**config.mk**
```make
export PLATFORM = sky130hd
export DESIGN_NAME = selvc_bank
export DESIGN_NICKNAME = d
export VERILOG_FILES = /design/src/hw/selvc_pkg.sv /design/src/hw/selvc_bank.sv
export SDC_FILE = /design/constraint.sdc
export NUM_CORES = 1
export LEC_CHECK = 0
export ABC_CLOCK_PERIOD_IN_PS = 3800
export BUFFER_PORTS_ARGS = -buffer_cell sky130_fd_sc_hd__buf_2
export CORE_MARGIN = 3
export CORE_UTILIZATION = 35
export CTS_CLUSTER_SIZE = 24
export DETAILED_ROUTE_END_ITERATION = 8
export PLACE_DENSITY = 0.61
export SLEW_MARGIN = 20
export SYNTH_ARGS = -nofsm -noshare
export SYNTH_HDL_FRONTEND = slang
export SYNTH_SLANG_ARGS = --single-unit
```
**constraint.sdc**
```tcl
create_clock -name mclk -period 3.8 [get_ports mclk]
set_input_delay 0.19 -clock mclk [delete_from_list [all_inputs] [get_ports mclk]]
set_output_delay 0.19 -clock mclk [all_outputs]
set_load 0.01 [all_outputs]
```
**src/hw/selvc_pkg.sv**
```systemverilog
// Package for the secondary error log and VC capability register bank.
// Assumes a dword-aligned 12-bit configuration byte address from the host.
package selvc_pkg;
	// Register byte offsets
	localparam logic [11:0] OFS_SEV = 12'h134;
	localparam logic [11:0] OFS_CAP = 12'h138;
	localparam logic [11:0] OFS_LOG0 = 12'h13C;
	localparam logic [11:0] OFS_LOG1 = 12'h140;
	localparam logic [11:0] OFS_LOG2 = 12'h144;
	localparam logic [11:0] OFS_LOG3 = 12'h148;
	localparam logic [11:0] OFS_RSVD = 12'h14C;
	localparam logic [11:0] OFS_VCHDR = 12'h150;
	localparam logic [11:0] OFS_PCAP1 = 12'h154;
	localparam logic [11:0] OFS_PCAP2 = 12'h158;
	localparam logic [11:0] OFS_PCTLST = 12'h15C;
	localparam logic [11:0] OFS_V0CAP = 12'h160;
	localparam logic [11:0] OFS_V0CTL = 12'h164;
	localparam logic [11:0] OFS_V0ST = 12'h168;
	// Severity field layout
	localparam int SEV_W = 14;
	localparam logic [13:0] SEV_WMASK = 14'h3FEF;
	localparam logic [13:0] SEV_RST = 14'h1340;
	// First-error pointer width
	localparam int PTR_W = 5;
	// VC capability header fields
	localparam logic [15:0] VC_CAP_ID = 16'h0002;
	localparam logic [3:0] VC_CAP_VER = 4'h1;
	localparam logic [11:0] VC_NEXT_PTR = 12'h000;
	// Channel_zero_resource_control fields
	localparam int TCMAP_LSB = 1;
	localparam int TCMAP_W = 7;
	localparam logic [6:0] TCMAP_RST = 7'h7F;
	localparam logic TCMAP_TC0 = 1'b1;
	localparam int VC_EN_BIT = 31;
	localparam logic VC_EN_VAL = 1'b1;
	// Header log word 1 field positions
	localparam int LOG1_CMDLO_LSB = 4;
	localparam int LOG1_CMDHI_LSB = 8;
	localparam logic [31:0] ZERO_WORD = 32'h0000_0000;

	// Configuration request from the host
	typedef struct packed {
		logic rd;          // Read strobe
		logic wr;          // Write strobe
		logic [11:0] addr; // Byte address
		logic [3:0] be;    // Byte enables
		logic [31:0] wdata; // Write data
	} selvc_cfg_req_t;

	// Transaction fields of the failing secondary transaction
	typedef struct packed {
		logic [3:0] attr_cbe;  // Byte enables in attribute phase
		logic [31:0] attr_ad;  // Address/data in attribute phase
		logic [3:0] cmd_lo;    // Command in first address phase
		logic [3:0] cmd_hi;    // Command in second address phase
		logic [31:0] addr_lo;  // Address in first address phase
		logic [31:0] addr_hi;  // Address in second address phase
		logic dac;             // Dual address cycle used
	} selvc_txn_t;
endpackage

```
**src/hw/selvc_bank.sv**
```systemverilog
// Secondary error severity, first-error pointer, header log and VC0 capability.
// Assumes error events, mask and status-release come from same-clock bridge logic.
//
// How it works
// - Severity bits 0-3,5-13 writable, defined reset pattern
// - First-error pointer five bits, read-only, resets zero
// - Log bits 35:0 hold attribute-phase CBE and AD
// - Log bits 39:36 hold first-phase command
// - Log bits 43:40 DAC command; 63:44 zero
// - Log bits 95:64 hold first-phase address
// - Log bits 127:96 hold second-phase DAC address
// - VC header identifier reads 0002h
// - VC header version reads one
// - Next capability pointer reads zero
// - Port VC capability one reads zero
// - Port VC capability two reads zero
// - Port_channel_control read-only zero
// - Port_channel_status reads zero
// - VC0 resource capability reads zero
// - TC map bit0 one, 7:1 writable, enable one
// - Channel_zero_resource_status reads zero
`timescale 1ns/1ps
module selvc_bank (
	input wire logic mclk,                        // 20 MHz clock
	input wire logic reset,                       // Synchronous reset, active high
	input wire logic mclk_en,                     // Clock enable, freezes state when low
	input wire selvc_pkg::selvc_cfg_req_t cfg_req, // Configuration request
	output logic [31:0] cfg_rdata,                // Read data, registered
	output logic cfg_rvalid,                      // Read data valid pulse
	input wire logic [13:0] err_evt,              // Error event pulses per type
	input wire logic [13:0] err_mask,             // Mask per type, high masks
	input wire selvc_pkg::selvc_txn_t txn,        // Failing transaction fields
	input wire logic log_release,                 // Status cleared, log may rearm
	output logic err_fatal,                       // Fatal report pulse
	output logic err_nonfatal,                    // Non-fatal report pulse
	output logic log_held                         // Log holds a captured error
);
	// Severity bits, sticky
	logic [13:0] sev_ff;
	// First-error pointer
	logic [4:0] ptr_ff;
	// Header log fields
	selvc_pkg::selvc_txn_t log_ff;
	// Log held flag
	logic held_ff;
	// Writable part of the TC map
	logic [6:0] tcmap_ff;
	// Report pulses
	logic fatal_ff;
	logic nonfatal_ff;
	// Read path registers
	logic [31:0] rdata_ff;
	logic rvalid_ff;
	logic [31:0] nxt_rdata;
	// Qualified events
	logic [13:0] live_evt;
	logic [4:0] nxt_ptr;
	logic wr_sev;
	logic wr_v0ctl;

	// Only unmasked, implemented error types take part
	assign live_evt = err_evt & ~err_mask & selvc_pkg::SEV_WMASK;
	assign wr_sev = cfg_req.wr && cfg_req.addr == selvc_pkg::OFS_SEV;
	assign wr_v0ctl = cfg_req.wr && cfg_req.addr == selvc_pkg::OFS_V0CTL;

	// Lowest set index wins when several errors land together
	always_comb begin
		nxt_ptr = 5'h00;
		for (int i = selvc_pkg::SEV_W - 1; i >= 0; i--) begin
			if (live_evt[i]) begin
				nxt_ptr = 5'(i);
			end
		end
	end

	// One sticky severity bit per error type, written per byte lane
	genvar g;
	generate
		for (g = 0; g < selvc_pkg::SEV_W; g++) begin : gen_sev
			if (selvc_pkg::SEV_WMASK[g]) begin : gen_wr
				always_ff @(posedge mclk) begin
					if (reset) begin
						sev_ff[g] <= selvc_pkg::SEV_RST[g];
					end else if (mclk_en && wr_sev && cfg_req.be[g / 8]) begin
						sev_ff[g] <= cfg_req.wdata[g];
					end
				end
			end else begin : gen_ro
				// Bit 4 is reserved and stays zero
				assign sev_ff[g] = 1'b0;
			end
		end
	endgenerate

	// Logging: first unmasked error freezes pointer and header log
	always_ff @(posedge mclk) begin
		if (reset) begin
			held_ff <= 1'b0;
			ptr_ff <= 5'h00;
			log_ff <= '0;
		end else if (mclk_en) begin
			// A new error beats a release in the same cycle, so none is lost
			if (|live_evt && (!held_ff || log_release)) begin
				held_ff <= 1'b1;
				ptr_ff <= nxt_ptr;
				log_ff.attr_cbe <= txn.attr_cbe;
				log_ff.attr_ad <= txn.attr_ad;
				log_ff.cmd_lo <= txn.cmd_lo;
				log_ff.addr_lo <= txn.addr_lo;
				// Second-phase fields only mean something for DAC
				log_ff.cmd_hi <= txn.dac ? txn.cmd_hi : 4'h0;
				log_ff.addr_hi <= txn.dac ? txn.addr_hi : 32'h0000_0000;
				// Kept so the log knows which second-phase fields are real
				log_ff.dac <= txn.dac;
			end else if (log_release) begin
				// Pointer and log stay readable until the next capture
				held_ff <= 1'b0;
			end
		end
	end

	// Severity steers each reported error into fatal or non-fatal
	always_ff @(posedge mclk) begin
		if (reset) begin
			fatal_ff <= 1'b0;
			nonfatal_ff <= 1'b0;
		end else if (mclk_en) begin
			fatal_ff <= |(live_evt & sev_ff);
			nonfatal_ff <= |(live_evt & ~sev_ff);
		end
	end

	// Writable TC map bits 7:1 of Channel_zero_resource_control
	always_ff @(posedge mclk) begin
		if (reset) begin
			tcmap_ff <= selvc_pkg::TCMAP_RST;
		end else if (mclk_en && wr_v0ctl && cfg_req.be[0]) begin
			tcmap_ff <= cfg_req.wdata[7:1];
		end
	end

	// Read decode; fixed VC words are constants, unmapped reads give zero
	always_comb begin
		nxt_rdata = selvc_pkg::ZERO_WORD;
		case (cfg_req.addr)
			selvc_pkg::OFS_SEV: begin
				nxt_rdata[13:0] = sev_ff;
			end
			selvc_pkg::OFS_CAP: begin
				nxt_rdata[4:0] = ptr_ff;
			end
			selvc_pkg::OFS_LOG0: begin
				nxt_rdata = log_ff.attr_ad;
			end
			// This word packs the attribute CBE and both command nibbles
			selvc_pkg::OFS_LOG1: begin
				nxt_rdata[3:0] = log_ff.attr_cbe;
				nxt_rdata[7:4] = log_ff.cmd_lo;
				nxt_rdata[11:8] = log_ff.cmd_hi;
			end
			selvc_pkg::OFS_LOG2: begin
				nxt_rdata = log_ff.addr_lo;
			end
			selvc_pkg::OFS_LOG3: begin
				nxt_rdata = log_ff.addr_hi;
			end
			selvc_pkg::OFS_RSVD: begin
				nxt_rdata = selvc_pkg::ZERO_WORD;
			end
			selvc_pkg::OFS_VCHDR: begin
				nxt_rdata = {selvc_pkg::VC_NEXT_PTR,
					selvc_pkg::VC_CAP_VER,
					selvc_pkg::VC_CAP_ID};
			end
			selvc_pkg::OFS_PCAP1: begin
				nxt_rdata = selvc_pkg::ZERO_WORD;
			end
			selvc_pkg::OFS_PCAP2: begin
				nxt_rdata = selvc_pkg::ZERO_WORD;
			end
			selvc_pkg::OFS_PCTLST: begin
				nxt_rdata = selvc_pkg::ZERO_WORD;
			end
			selvc_pkg::OFS_V0CAP: begin
				nxt_rdata = selvc_pkg::ZERO_WORD;
			end
			selvc_pkg::OFS_V0CTL: begin
				nxt_rdata[0] = selvc_pkg::TCMAP_TC0;
				nxt_rdata[7:1] = tcmap_ff;
				nxt_rdata[selvc_pkg::VC_EN_BIT] = selvc_pkg::VC_EN_VAL;
			end
			selvc_pkg::OFS_V0ST: begin
				nxt_rdata = selvc_pkg::ZERO_WORD;
			end
			default: begin
				nxt_rdata = selvc_pkg::ZERO_WORD;
			end
		endcase
	end

	// Read data lands one cycle after the strobe
	// Valid holds while the enable is low, so a host must not count frozen cycles
	always_ff @(posedge mclk) begin
		if (reset) begin
			rdata_ff <= 32'h0000_0000;
			rvalid_ff <= 1'b0;
		end else if (mclk_en) begin
			rvalid_ff <= cfg_req.rd;
			if (cfg_req.rd) begin
				rdata_ff <= nxt_rdata;
			end
		end
	end

	assign cfg_rdata = rdata_ff;
	assign cfg_rvalid = rvalid_ff;
	assign err_fatal = fatal_ff;
	assign err_nonfatal = nonfatal_ff;
	assign log_held = held_ff;
endmodule

```
======== Word level (Yosys, flattened, before mapping) ========
Index checks and enable logic that the tools add are counted.
storage, ports and cells
  register bits ........................... 169
  input bits .............................. 191
  output and inout bits ................... 36
  word-level logic and storage cells ...... 79
operators by class
  eq/ne operators ......................... 8
  multiplexer cells ....................... 23
  bitwise operators ....................... 5
  reduce and logical (&&, ||, !) cells .... 17
operators by type and width
  kind                                                                    number
  12-bit by 9-bit equality test with 1-bit output, second input constant  8
  17-bit one-hot mux with 4 select lines                                  1
  5-bit two-way mux                                                       10
  14-bit AND                                                              3
  5-bit one-hot mux with 8 select lines                                   1
  32-bit two-way mux                                                      1
  14-bit NOT                                                              2
  14-bit OR reduction                                                     2
  4-bit one-hot mux with 5 select lines                                   1
  3-bit one-hot mux with 6 select lines                                   1
  4-bit two-way mux                                                       4
  13-bit OR reduction                                                     1
  1-bit logical AND                                                       8
  2-bit one-hot mux with 4 select lines                                   1
  2-bit AND reduction                                                     3
  1-bit one-hot mux with 4 select lines                                   1
  1-bit two-way mux                                                       2
  2-bit nonzero test                                                      1
  1-bit logical NOT                                                       1
  1-bit logical OR                                                        1

======== Longest topological paths before layout ========
Gate-level depths: netlist of run 1.
  depth in word-level cells ............... 15
  mapped depth ............................ 8
  depth with buffers taken out ............ 5

======== Worst setup path after synthesis of run 1 ========
OpenSTA, ideal clock, no wires.
  path type ............................... input -> register
  start point ............................. input cfg_req[45] (netlist name)
  end point ............................... register tcmap_ff[3]
  library setup time ...................... 0.120 ns
  arrival ................................. 1.976 ns
  data required time ...................... 3.680 ns
  setup slack ............................. 1.704 ns
  stages on the path ...................... 8
  path buffers ............................ 3
  cells stage by stage .................... or4b_1 buf_6 or2_1 buf_6 nor4_4 buf_6 nor2b_1 a211o_1
on the way
  cells in the longest elaborated chain, start to end .. 4
ends and longest elaborated chain
  what                                             line               RTL
  start, declared                                  selvc_bank.sv:27   input wire selvc_pkg::selvc_cfg_req_t cfg_req,
  12-bit by 9-bit equality test with 1-bit output  selvc_bank.sv:64   assign wr_v0ctl = cfg_req.wr && cfg_req.addr == selvc_pkg::OFS_V0CTL;
  1-bit logical AND                                selvc_bank.sv:64
  1-bit logical AND (2 in a row)                   selvc_bank.sv:137  end else if (mclk_en && wr_v0ctl && cfg_req.be[0]) begin
  end signal, assigned                             selvc_bank.sv:136  tcmap_ff <= selvc_pkg::TCMAP_RST;
  end signal, assigned                             selvc_bank.sv:138  tcmap_ff <= cfg_req.wdata[7:1];
  end, declared                                    selvc_bank.sv:47   logic [6:0] tcmap_ff;
Every way passes these cells.
A chain may end at the register's enable or synchronous reset.

======== Worst setup path in the final report of run 1 ========
  start point ............................. register held_ff, in the netlist log_held
  end point ............................... register log_ff[19] (netlist name)
on the way
  cells in the longest elaborated chain, start to end .. 4
ends and longest elaborated chain
  what                           line               RTL
  start, declared                selvc_bank.sv:45   logic held_ff;
  start signal, assigned         selvc_bank.sv:98   held_ff <= 1'b0;
  start signal, assigned         selvc_bank.sv:104  held_ff <= 1'b1;
  start signal, assigned         selvc_bank.sv:117  held_ff <= 1'b0;
  1-bit logical NOT              selvc_bank.sv:103  if (|live_evt && (!held_ff || log_release)) begin
  1-bit logical OR               selvc_bank.sv:103
  1-bit logical AND              selvc_bank.sv:103
  2-bit AND reduction (no line)  -
  end, declared                  selvc_bank.sv:43   selvc_pkg::selvc_txn_t log_ff;
Every way passes these cells.

==> impl_results.rst, run 1 <==
.. list-table::
   :header-rows: 1

   * - Metric
     - Value
   * - Total via count in the routed design
     - a little over 7k
   * - Leakage component of the power
     - ~3.7 nW
   * - Vert. Die Dim
     - ~150 um
   * - CTS tree
     - built
   * - GRT Residual Overflow
     - 0
   * - Full die area
     - around 23000 um2
   * - Clock-pin transition on the worst setup and hold timing paths
     - about 0.07 ns
   * - Final layout net count
     - roughly 1.3k
   * - Starting Density
     - 0.359
   * - Largest clock skew in the final design
     - between 0.015 and 0.02 ns
   * - Async set or reset register ratio after synthesis
     - 0
   * - Final antenna-violating net count
     - 0
   * - Sinks on the clock net
     - 168
   * - Count of endpoints failing hold in the final timing report
     - 0
   * - Top flip-flop cell by instance count after synthesis
     - sky130_fd_sc_hd__dfxtp_1
   * - Detail-routed net length per standard cell
     - 17.4 um
   * - Number of nets in the synthesized netlist
     - approximately 1.1k
   * - Data required, critical path
     - just over 4 ns
   * - N_diodes
     - 0
   * - 1st-pass router iterations
     - 7
   * - Number of CTS-inserted buffers
     - 17
   * - Number of synthesized flops with an enable pin
     - 0
   * - Setup TNS Final
     - 0 ns
   * - Count of cells along the worst hold path
     - 3
   * - Final estimated routing congestion in global placement
     - about 0.87
   * - Buffer type at the clock tree root
     - sky130_fd_sc_hd__clkbuf_16
   * - Drc violations
     - 0
   * - Highest routed layer
     - met5
   * - Relative area change from synthesis to final layout
     - 29.7%
   * - Hold Worst Slack
     - roughly 0.016 ns
   * - Crit path arrival time
     - slightly below 3 ns
   * - Standard cell core area
     - just over 20000 um2
   * - Final setup violating endpoints
     - 0
   * - Period minus WS final
     - 2.56 ns
   * - Maximum vdd drop
     - about 0.27 mV
   * - First-iteration detailed-routing DRC count
     - roughly 440
   * - Critical path peak fanout
     - 67
   * - Category of the worst setup path capture point
     - flop
   * - Synth Register Bits
     - ~170
   * - Pins over their slew limit
     - 0
   * - Number of antenna violations at the first check in global routing
     - 1
   * - Worst-Margin Slew
     - roughly 0.96 ns
   * - Met1 layer wirelength in the final routing
     - 11.2 mm
   * - Input/output buffers
     - around 200
   * - Sequential cell area fraction in the yosys report
     - 0.460
   * - Cell count of the worst reg-to-reg path
     - 7
   * - Type of origin of the critical path
     - flop
   * - Layout cells sized above 1
     - 0.241
   * - Horiz. Die Dim
     - between 150 and 200 um
   * - CTS HTree Levels
     - 4
   * - Clock latency reported for the late side of the worst-skew pair
     - about 0.43 ns
   * - Max Freq
     - just under 0.4 GHz
   * - Relative slew margins
     - 0.351
   * - Final WL
     - roughly 24 mm
   * - Synthesized instance count
     - between 800 and 900
   * - Run status
     - completed
   * - Distinct cell type count of the synthesized netlist
     - between 70 and 80
   * - HPWL after detailed placement
     - approximately 17 mm
   * - Wire length of the first global-routing pass
     - ~36 mm
   * - Synthesized area
     - approximately 7300 um2
   * - Pwr per Cell Area
     - ~430 nW/um2
   * - Clk buf depth
     - 2
   * - Num ports
     - 227
   * - Routed met2 length
     - ~11 mm
   * - Total of warnings raised by yosys
     - 0
   * - Mean area per synthesized cell
     - just over 8 um2
   * - Tightest Hold Check Type
     - in2reg
   * - Met3 wire len
     - ~1.4 mm
   * - Num rows
     - 52
   * - Worst setup path category
     - reg2reg
   * - Pin count of the biggest net entering global routing
     - 68
   * - Via/cell ratio
     - approximately 5.2
   * - Share of the clock period used by the worst path after layout
     - 0.673
   * - RSZ-0062 raised after global routing
     - false
   * - Number of max-cap violations
     - 0
   * - All-Layer GR Usage
     - 0.205
   * - Number of global-route vias before repair
     - 6742
synth_stat cells, types with 4 or more instances:
cell type                     n  area, um2
sky130_fd_sc_hd__nand2_1    212        796
sky130_fd_sc_hd__dfxtp_1    168       3360
sky130_fd_sc_hd__a21oi_1    121        606
sky130_fd_sc_hd__nand3_1     43        215
sky130_fd_sc_hd__clkbuf_1    39        146
sky130_fd_sc_hd__nor2_1      30        113
sky130_fd_sc_hd__nor2b_1     27        169
sky130_fd_sc_hd__o21ai_0     25        125
sky130_fd_sc_hd__a22oi_1     19        143
sky130_fd_sc_hd__a222oi_1    17        170
sky130_fd_sc_hd__buf_2       17       85.1
sky130_fd_sc_hd__mux2i_1     17        170
sky130_fd_sc_hd__a211oi_1    12       90.1
sky130_fd_sc_hd__nand2b_1    11       68.8
sky130_fd_sc_hd__nor3_1       8       40.0
sky130_fd_sc_hd__a211o_1      7       61.3
sky130_fd_sc_hd__buf_6        6       67.6
sky130_fd_sc_hd__a22o_1       5       43.8
sky130_fd_sc_hd__and2_1       5       31.3
sky130_fd_sc_hd__buf_4        5       37.5
sky130_fd_sc_hd__nor4_1       5       31.3
sky130_fd_sc_hd__a2111oi_0    4       35.0
sky130_fd_sc_hd__a211o_2      4       40.0
sky130_fd_sc_hd__buf_1        4       15.0
sky130_fd_sc_hd__inv_1        4       15.0
repair_timing:
item	CTS	global route
setup buffers	0	0
hold buffers	43	0
gates resized for setup	0	0
endpoints found under the hold margin	44	0
endpoints found under the setup margin	0	0
state kept, by name, indices dropped and copies added, names as in the netlist:
register      flops
cfg_rdata        32
err_nonfatal      1
cfg_rvalid        1
err_fatal         1
ptr_ff            4
tcmap_ff          7
sev_ff           13
log_ff          108
log_held          1
where the power goes:
part	internal, W	switching, W	total (W)
combinational	0.000186	0.000255	0.000441
sequential	0.00184	0.0000409	0.00188
clock	0.00106	0.000686	0.00174
routing by layer:
| metal | vias up | track usage |
|---|---|---|
| li1 | 3568 | - |
| met5 | - | 0 |
| met3 | 19 | 0.0485 |
| met4 | 2 | 0.0535 |
| met1 | 3369 | 0.283 |
| met2 | 188 | 0.322 |
critical path: stages (launching register included):
cell                      delay [ns]
sky130_fd_sc_hd__dfxtp_1        0.33
sky130_fd_sc_hd__inv_1          0.05
sky130_fd_sc_hd__o21ai_0        0.23
sky130_fd_sc_hd__a41oi_4        0.41
sky130_fd_sc_hd__buf_4          0.63
sky130_fd_sc_hd__buf_4          0.48
sky130_fd_sc_hd__nand3_1        0.15
sky130_fd_sc_hd__a21oi_1        0.18
cell usage in the layout, fill, tap and decap left out, types with 4 or more instances in the layout:
master	synthesis	routed
sky130_fd_sc_hd__a222oi_1	17	17
sky130_fd_sc_hd__clkinv_2	0	4
sky130_fd_sc_hd__and2_1	5	5
sky130_fd_sc_hd__buf_2	17	203
sky130_fd_sc_hd__nand3_1	43	43
sky130_fd_sc_hd__a22oi_1	19	19
sky130_fd_sc_hd__dfxtp_1	168	168
sky130_fd_sc_hd__a211o_2	4	4
sky130_fd_sc_hd__a2111oi_0	4	4
sky130_fd_sc_hd__nand2_1	212	212
sky130_fd_sc_hd__nor3_1	8	8
sky130_fd_sc_hd__nor2b_1	27	27
sky130_fd_sc_hd__a21oi_1	121	121
sky130_fd_sc_hd__nor2_1	30	29
sky130_fd_sc_hd__buf_4	5	17
sky130_fd_sc_hd__mux2i_1	17	17
sky130_fd_sc_hd__dlygate4sd3_1	1	43
sky130_fd_sc_hd__nand2b_1	11	11
sky130_fd_sc_hd__a211o_1	7	7
sky130_fd_sc_hd__inv_1	4	4
sky130_fd_sc_hd__nor4_1	5	5
sky130_fd_sc_hd__a211oi_1	12	12
sky130_fd_sc_hd__clkbuf_16	0	17
sky130_fd_sc_hd__a22o_1	5	5
sky130_fd_sc_hd__o21ai_0	25	25
path summary, 6_finish.rpt:
kind | start | endpoint | slack [ns]
max | log_held$_SDFFE_PP0P_ | log_ff[19]$_SDFFE_PP0P_ | 1.24
min | txn[73] | log_ff[73]$_SDFFE_PP0P_ | 0.02
max reg2reg | log_held$_SDFFE_PP0P_ | log_ff[19]$_SDFFE_PP0P_ | 1.24
min reg2reg | log_ff[49]$_SDFFE_PP0P_ | log_ff[49]$_SDFFE_PP0P_ | 0.45
layout make-up:
class	count	area (um2)
clock inverter	9	125
timing repair buffer	263	1570
inverter	4	15.0
sequential	168	3360
clock buffer	21	460
tap	270	338
multi-input combinational	641	3620
fill	2027	10900
cell families (layout without fill, tap and decap cells):
kind of cell,count (synthesis),after routing,synth area share
AND/OR/NAND/NOR,368,368,0.236
AO/OA/AOI/OAI,254,254,0.226
flip-flops,168,168,0.460
buffers and inverters,77,297,0.0522
multiplexers,19,19,0.0263
metrics by stage:
stage	instance area [um2]	util	worst slack [ns]	power (W)	std cells
6_report	9490	0.466	1.24	0.00406	1376
3_3_place_gp	8470	0.416	0.922	0.00232	1302
2_1_floorplan	7320	-	1.70	0.00214	886
5_1_grt	9490	0.466	0.983	0.00423	1376
3_5_place_dp	8470	0.416	0.892	0.00232	1302
4_1_cts	9480	0.466	1.22	0.00411	1375
Note: power is estimated with default switching activity, not from simulation.
==> run 2: changes to the inputs <==
--- a/config.mk
+++ b/config.mk
@@ -5,13 +5,13 @@
 export SDC_FILE = /design/constraint.sdc
 export NUM_CORES = 1
 export LEC_CHECK = 0
-export ABC_CLOCK_PERIOD_IN_PS = 3800
+export ABC_CLOCK_PERIOD_IN_PS = 2260
 export BUFFER_PORTS_ARGS = -buffer_cell sky130_fd_sc_hd__buf_2
 export CORE_MARGIN = 3
 export CORE_UTILIZATION = 35
 export CTS_CLUSTER_SIZE = 24
 export DETAILED_ROUTE_END_ITERATION = 8
-export PLACE_DENSITY = 0.61
+export PLACE_DENSITY = 0.63
 export SLEW_MARGIN = 20
 export SYNTH_ARGS = -nofsm -noshare
 export SYNTH_HDL_FRONTEND = slang
==> constraint.sdc (replaced) <==
create_clock -name mclk -period 2.26 [get_ports mclk]
set_input_delay 0.113 -clock mclk [delete_from_list [all_inputs] [get_ports mclk]]
set_output_delay 0.113 -clock mclk [all_outputs]
set_load 0.01 [all_outputs]
==> impl_results.rst, run 2 (synthesized netlist as in run 1, its figures left out) <==
.. list-table::
   :header-rows: 1

   * - Metric
     - Value
   * - Total via count in the routed design
     - slightly below 8k
   * - Run status
     - completed
   * - Vert. Die Dim
     - 151 um
   * - CTS Hold Bufs
     - around 120
   * - CTS tree
     - built
   * - Full die area
     - ~23000 um2
   * - Final setup violating endpoints
     - 0
   * - Relative area change from synthesis to final layout
     - 45.3%
   * - Type of origin of the critical path
     - input pin
   * - Buffering stage count on the worst path with inverters included
     - 3
   * - Worst reg2reg setup slack
     - roughly 0.58 ns
   * - Clock-pin transition on the worst setup and hold timing paths
     - 0.07 ns
   * - Category of the worst setup path capture point
     - flop
   * - Worst-Margin Slew
     - between 0.9 and 1 ns
   * - Worst path depth
     - 8
   * - Crit path largest cell delay
     - around 0.57 ns
   * - Horiz. Die Dim
     - roughly 150 um
   * - Endpoint of the lowest-slack register-to-register path
     - log_ff[3]$_SDFFE_PP0P_
   * - Pwr per Cell Area
     - around 680 nW/um2
   * - Pin count of the biggest net entering global routing
     - 79
   * - All-Layer GR Usage
     - 0.218
   * - Num ports
     - around 230
   * - Largest register by flop count
     - log_ff
   * - Clk buf depth
     - 2
   * - Routed met2 length
     - 11.8 mm
   * - Relative slew margins
     - 0.339
   * - Input/output buffers
     - 204
   * - Final WL
     - 25.2 mm
   * - 1st-pass router iterations
     - 5
   * - Detail-routed net length per standard cell
     - ~17 um
   * - N_diodes
     - 0
   * - Number of global-route vias before repair
     - approximately 7.4k
   * - Met3 wire len
     - 1.53 mm
   * - Setup TNS Final
     - 0 ns
   * - RSZ-0062 raised after global routing
     - false
   * - Cell Chain, Critical Path
     - buf_2, or4b_1, buf_12, nor3_1, and2_1, buf_4, a22oi_1, a311oi_1
   * - Worst R2R Start
     - log_held$_SDFFE_PP0P_
   * - Wire length of the first global-routing pass
     - about 39 mm
   * - Leakage component of the power
     - roughly 4.2 nW
   * - Final estimated routing congestion in global placement
     - between 0.8 and 0.9
   * - Final antenna-violating net count
     - 0
   * - Final layout net count
     - 1391
   * - HPWL after detailed placement
     - around 17 mm
   * - Origin of the worst min-delay path
     - mclk_en
   * - CTS resizes
     - 0
   * - Area of all placed cells without fillers
     - ~11000 um2
   * - Cell count of the worst reg-to-reg path
     - 7
   * - Period minus WS final
     - about 1.9 ns
   * - Met1 layer wirelength in the final routing
     - approximately 11 mm
   * - Worst setup path category
     - in2reg
   * - Standard cell core area
     - between 20000 and 25000 um2
   * - Data required, critical path
     - 2.59 ns
   * - Placed inst area
     - around 9000 um2
   * - First-iteration detailed-routing DRC count
     - 508
   * - Count of endpoints failing hold in the final timing report
     - 0
   * - GRT Residual Overflow
     - 0
   * - Sinks on the clock net
     - roughly 170
   * - Buffer type at the clock tree root
     - sky130_fd_sc_hd__clkbuf_16
   * - Pins over their slew limit
     - 0
   * - Number of CTS-inserted buffers
     - 17
   * - Highest routed layer
     - met4
   * - Drc violations
     - 0
   * - Critical path peak fanout
     - 15
   * - Largest clock skew in the final design
     - 0.00825 ns
   * - Clock latency reported for the late side of the worst-skew pair
     - 0.43 ns
   * - Max reg flops
     - 108
   * - Via/cell ratio
     - between 5 and 6
   * - Number of max-cap violations
     - 0
   * - Share of the clock period used by the worst path after layout
     - 0.827
   * - Number of antenna violations at the first check in global routing
     - 0
   * - Post CTS Setup Buffer Count
     - 0
   * - CTS HTree Levels
     - 4
   * - Maximum vdd drop
     - 0.460 mV
   * - Max Freq
     - roughly 0.54 GHz
   * - Slowest stage cell, crit path
     - sky130_fd_sc_hd__or4b_1
   * - Starting Density
     - 0.359
   * - Crit path arrival time
     - around 2.2 ns
   * - Endpoint of the worst setup timing path
     - cfg_rdata[31]$_SDFFE_PP0P_
   * - Layout cells sized above 1
     - 0.242
   * - Tightest Hold Check Type
     - in2reg
   * - Critical path's top delay family
     - simple AND/OR/NAND/NOR gates
   * - Num rows
     - 52
   * - Most frequent cells in the layout
     - sky130_fd_sc_hd__nand2_1 (212), sky130_fd_sc_hd__buf_2 (203), sky130_fd_sc_hd__dfxtp_1 (168)
   * - Most common cell after layout, fill and taps aside
     - sky130_fd_sc_hd__nand2_1
   * - Worst setup path startpoint
     - cfg_req[45]
## run 2: power breakdown
| part | leakage [nW] | internal (W) | switching (W) | total [W] |
|---|---|---|---|---|
| combinational | 2.55 | 0.000438 | 0.000460 | 0.000899 |
| clock | 0.305 | 0.00190 | 0.00124 | 0.00314 |
| sequential | 1.37 | 0.00309 | 0.0000707 | 0.00316 |
| total | 4.22 | 0.00542 | 0.00177 | 0.00719 |
## run 2: worst min-delay path by stage
stage          slack (ns)                  endpoint  depth (start not counted)
6_report             0.07    err_fatal$_SDFFE_PP0P_                          2
5_1_grt              0.09    err_fatal$_SDFFE_PP0P_                          2
4_1_cts              0.05    err_fatal$_SDFFE_PP0P_                          2
3_5_place_dp         0.33  tcmap_ff[3]$_SDFFE_PP1P_                          2
3_3_place_gp         0.33  tcmap_ff[3]$_SDFFE_PP1P_                          2
2_1_floorplan        0.23   sev_ff[12]$_SDFFE_PP1P_                          1
## run 2: worst register-to-register path, cell delays in order, from the launching register on
cell and delay [ns]:
sky130_fd_sc_hd__dfxtp_1 0.34, sky130_fd_sc_hd__inv_1 0.06, sky130_fd_sc_hd__o21ai_0 0.08, sky130_fd_sc_hd__buf_4 0.17, sky130_fd_sc_hd__a41oi_4 0.21, sky130_fd_sc_hd__buf_4 0.36, sky130_fd_sc_hd__nand3_1 0.20, sky130_fd_sc_hd__a21oi_1 0.20
## run 2: area by class of cell
cell class	count	area, um2
clock inverter	13	193
multi-input combinational	641	3620
clock buffer	19	443
sequential	168	3360
timing repair buffer	368	2660
tap	270	338
inverter	4	15.0
fill	1914	9730
## run 2: through the flow
step	utilization	setup WS (ns)	cells	hold slack (ns)	power, W
floorplan	-	0.241	886	0.231	0.00360
global placement	0.430	0.0565	1328	0.329	0.00394
detailed placement	0.430	-0.0477	1328	0.332	0.00395
CTS	0.522	0.402	1483	0.0455	0.00724
global route	0.522	0.286	1483	0.0874	0.00747
finish	0.522	0.392	1483	0.0700	0.00719
## run 2: per-layer routing
metal | GRT usage | vias up
li1 | - | 3783
met1 | 0.293 | 3566
met2 | 0.346 | 278
met3 | 0.0400 | 58
met4 | 0.0879 | 0
met5 | 0 | -
==> run 3: changes to the inputs <==
--- a/config.mk
+++ b/config.mk
@@ -5,13 +5,14 @@
 export SDC_FILE = /design/constraint.sdc
 export NUM_CORES = 1
 export LEC_CHECK = 0
-export ABC_CLOCK_PERIOD_IN_PS = 2260
+export ABC_AREA = 1
+export ABC_CLOCK_PERIOD_IN_PS = 1800
 export BUFFER_PORTS_ARGS = -buffer_cell sky130_fd_sc_hd__buf_2
 export CORE_MARGIN = 3
 export CORE_UTILIZATION = 35
 export CTS_CLUSTER_SIZE = 24
 export DETAILED_ROUTE_END_ITERATION = 8
-export PLACE_DENSITY = 0.63
+export PLACE_DENSITY = 0.61
 export SLEW_MARGIN = 20
 export SYNTH_ARGS = -nofsm -noshare
 export SYNTH_HDL_FRONTEND = slang
==> constraint.sdc (replaced) <==
create_clock -name mclk -period 1.8 [get_ports mclk]
set_input_delay 0.09 -clock mclk [delete_from_list [all_inputs] [get_ports mclk]]
set_output_delay 0.09 -clock mclk [all_outputs]
set_load 0.01 [all_outputs]
==> impl_results.rst, run 3 <==
.. list-table::
   :header-rows: 1

   * - Metric
     - Value
   * - Sinks on the clock net
     - approximately 170
   * - Largest clock skew in the final design
     - a little under 0.008 ns
   * - Tightest Hold Check Type
     - in2reg
   * - Number of nets in the synthesized netlist
     - roughly 1.2k
   * - Pins over their slew limit
     - 0
   * - Utilization after layout
     - 0.517
   * - CTS resizes
     - 0
   * - Async set or reset register ratio after synthesis
     - 0
   * - Num ports
     - approximately 230
   * - HPWL after detailed placement
     - 17.9 mm
   * - Type of origin of the critical path
     - flop
   * - Number of global-route vias before repair
     - ~7.6k
   * - Synthesized area
     - 7460 um2
   * - Horiz. Die Dim
     - ~150 um
   * - Synth Register Bits
     - roughly 170
   * - 1st-pass router iterations
     - 5
   * - Critical path peak fanout
     - 53
   * - Worst-Margin Slew
     - 0.875 ns
   * - CTS HTree Levels
     - 4
   * - GRT Residual Overflow
     - 0
   * - Synthesized instance count
     - ~1.0k
   * - Area of all placed cells without fillers
     - 10600 um2
   * - Pwr per Cell Area
     - 827 nW/um2
   * - Most area-consuming cells after synthesis
     - sky130_fd_sc_hd__dfxtp_1 (45%), sky130_fd_sc_hd__nand2_1 (11%), sky130_fd_sc_hd__nor2_1 (8.5%), sky130_fd_sc_hd__o21ai_0 (6.4%), sky130_fd_sc_hd__nand3_1 (6.1%)
   * - Share of the clock period used by the worst path after layout
     - 0.857
   * - Most frequent cell after synthesis
     - sky130_fd_sc_hd__nand2_1
   * - Leakage component of the power
     - about 4.7 nW
   * - Number of synthesized flops with an enable pin
     - 0
   * - Total of warnings raised by yosys
     - 0
   * - Post-layout total power
     - roughly 0.009 W
   * - Mean area per synthesized cell
     - approximately 7 um2
   * - Max reg flops
     - 108
   * - Global routing met3 resource utilization
     - 0.0441
   * - Largest register by flop count
     - log_ff
   * - Area fraction of the dominant cell type after synthesis
     - 0.451
   * - Layout cells sized above 1
     - 0.221
   * - All-Layer GR Usage
     - 0.214
   * - Clk buf depth
     - 2
   * - Number of max-cap violations
     - 0
   * - Final setup violating endpoints
     - 0
   * - Via/cell ratio
     - ~4.9
   * - Standard cell core area
     - between 20000 and 25000 um2
   * - Wire length of the first global-routing pass
     - between 40 and 50 mm
   * - Run status
     - completed
   * - Count of endpoints failing hold in the final timing report
     - 0
   * - Buffer type at the clock tree root
     - sky130_fd_sc_hd__clkbuf_16
   * - Most frequent cells in the layout
     - sky130_fd_sc_hd__nand2_1 (211), sky130_fd_sc_hd__buf_2 (204), sky130_fd_sc_hd__nor2_1 (168), sky130_fd_sc_hd__dfxtp_1 (168), sky130_fd_sc_hd__dlygate4sd3_1 (120)
   * - Number of antenna violations at the first check in global routing
     - 1
   * - Num rows
     - 52
   * - Input/output buffers
     - 204
   * - Placed inst area
     - just under 9000 um2
   * - Total via count in the routed design
     - roughly 8.1k
   * - Detail-routed net length per standard cell
     - approximately 15 um
   * - Sequential cell area fraction in the yosys report
     - 0.451
   * - Number of CTS-inserted buffers
     - 17
   * - Cell count of the worst reg-to-reg path
     - 6
   * - Category of the worst setup path capture point
     - flop
   * - Maximum vdd drop
     - around 0.7 mV
   * - Most common cell after layout, fill and taps aside
     - sky130_fd_sc_hd__nand2_1
   * - Relative area change from synthesis to final layout
     - 42.5%
   * - CTS tree
     - built
   * - Count of cells along the worst hold path
     - 4
   * - Starting Density
     - 0.363
   * - Worst setup path category
     - reg2reg
   * - Leading area contributor after synthesis
     - sky130_fd_sc_hd__dfxtp_1
   * - Clock latency reported for the late side of the worst-skew pair
     - 0.43 ns
   * - Clock-pin transition on the worst setup and hold timing paths
     - about 0.060 ns
   * - Number of inserted filler cells in the final layout
     - around 2.0k
   * - Crit path arrival time
     - 1.81 ns
   * - First-iteration detailed-routing DRC count
     - 516
   * - Relative slew margins
     - 0.416
   * - Final antenna-violating net count
     - 0
   * - Vert. Die Dim
     - ~150 um
   * - Busiest layer in global routing
     - met2
   * - Data required, critical path
     - around 2.1 ns
   * - Pin count of the biggest net entering global routing
     - 75
   * - Final layout net count
     - 1547
   * - Final WL
     - around 25 mm
   * - Setup TNS Final
     - 0 ns
   * - Drc violations
     - 0
   * - Met2 usage
     - 0.319
   * - RSZ-0062 raised after global routing
     - false
   * - Hold Worst Slack
     - roughly 0.026 ns
   * - Top flip-flop cell by instance count after synthesis
     - sky130_fd_sc_hd__dfxtp_1
   * - Max Freq
     - about 0.65 GHz
   * - Distinct cell type count of the synthesized netlist
     - 36
   * - Final estimated routing congestion in global placement
     - approximately 0.86
   * - Period minus WS final
     - 1.54 ns
   * - Full die area
     - ~23000 um2
   * - Most frequent cells after synthesis
     - sky130_fd_sc_hd__nand2_1 (211), sky130_fd_sc_hd__dfxtp_1 (168), sky130_fd_sc_hd__nor2_1 (168), sky130_fd_sc_hd__o21ai_0 (96), sky130_fd_sc_hd__nand3_1 (91)
   * - M1 GR Usage
     - 0.315
==> run 3: cell types whose count changed in the layout (fill, tap and decap cells not counted), moves of 27 or more <==
cell | before | now
sky130_fd_sc_hd__a21oi_1 | 121 | 84
sky130_fd_sc_hd__nand3_1 | 43 | 91
sky130_fd_sc_hd__inv_1 | 4 | 64
sky130_fd_sc_hd__o21ai_0 | 25 | 96
sky130_fd_sc_hd__nor2b_1 | 27 | 0
sky130_fd_sc_hd__nor2_1 | 29 | 168
==> run 3: repair_timing <==
| action | 4_1_cts | 5_1_grt |
|---|---|---|
| hold endpoints to repair | 126 | 0 |
| hold buffers | 120 | 0 |
| setup buffers | 0 | 0 |
==> run 3: per-stage QoR <==
stage	setup slack, ns	cells
6_report	0.258	1640
5_1_grt	0.107	1639
4_1_cts	0.255	1638
3_5_place_dp	0.0913	1487
3_3_place_gp	0.174	1487
2_1_floorplan	0.498	1045
==> run 3: worst max-delay path: stages (launching register included) <==
cell	delay, ns
sky130_fd_sc_hd__dfxtp_1	0.31
sky130_fd_sc_hd__a21oi_1	0.30
sky130_fd_sc_hd__nand2_4	0.10
sky130_fd_sc_hd__buf_12	0.19
sky130_fd_sc_hd__buf_4	0.23
sky130_fd_sc_hd__a21oi_1	0.17
sky130_fd_sc_hd__a211oi_2	0.05
==> run 3: per-layer routing <==
layer / routed length (um) / share of wire / up-vias
li1: - / - / 4076
met1: 12300 / 0.48 / 3676
met2: 11100 / 0.44 / 274
met3: 1450 / 0.057 / 36
met4: 512 / 0.020 / 0
met5: 0 / 0 / -
==> run 3: path summary, 6_finish.rpt <==
check             slack [ns]                       to                    start
hold / removal          0.03    log_held$_SDFFE_PP0P_              log_release
hold reg to reg         0.45  log_ff[79]$_SDFFE_PP0P_  log_ff[79]$_SDFFE_PP0P_
setup reg to reg        0.26  log_ff[32]$_SDFFE_PP0P_    log_held$_SDFFE_PP0P_
setup / recovery        0.26  log_ff[32]$_SDFFE_PP0P_    log_held$_SDFFE_PP0P_
==> run 3: layout make-up <==
| cell class | instances | area [um2] | share of cell area |
|---|---|---|---|
| Inverter | 70 | 265 | 0.0250 |
| Antenna cell | 2 | 5.00 | 0.000471 |
| Multi-Input combinational cell | 744 | 3500 | 0.330 |
| Clock buffer | 20 | 457 | 0.0430 |
| Clock inverter | 11 | 124 | 0.0117 |
| Tap cell | 270 | 338 | 0.0318 |
| Timing Repair Buffer | 355 | 2570 | 0.242 |
| Sequential cell | 168 | 3360 | 0.317 |
==> run 3: where the power goes <==
| group | switching, W | leakage [nW] | internal [W] |
|---|---|---|---|
| logic | 0.000610 | 3.07 | 0.000556 |
| clock network | 0.00150 | 0.278 | 0.00211 |
| registers | 0.0000934 | 1.38 | 0.00392 |
| total | 0.00220 | 4.73 | 0.00659 |
==> run 3: cell families after synthesis <==
group / synth area share
AOI/OAI and AO/OA: 0.168
buffers and inverters: 0.0789
DFF: 0.451
and+or+nand+nor: 0.302
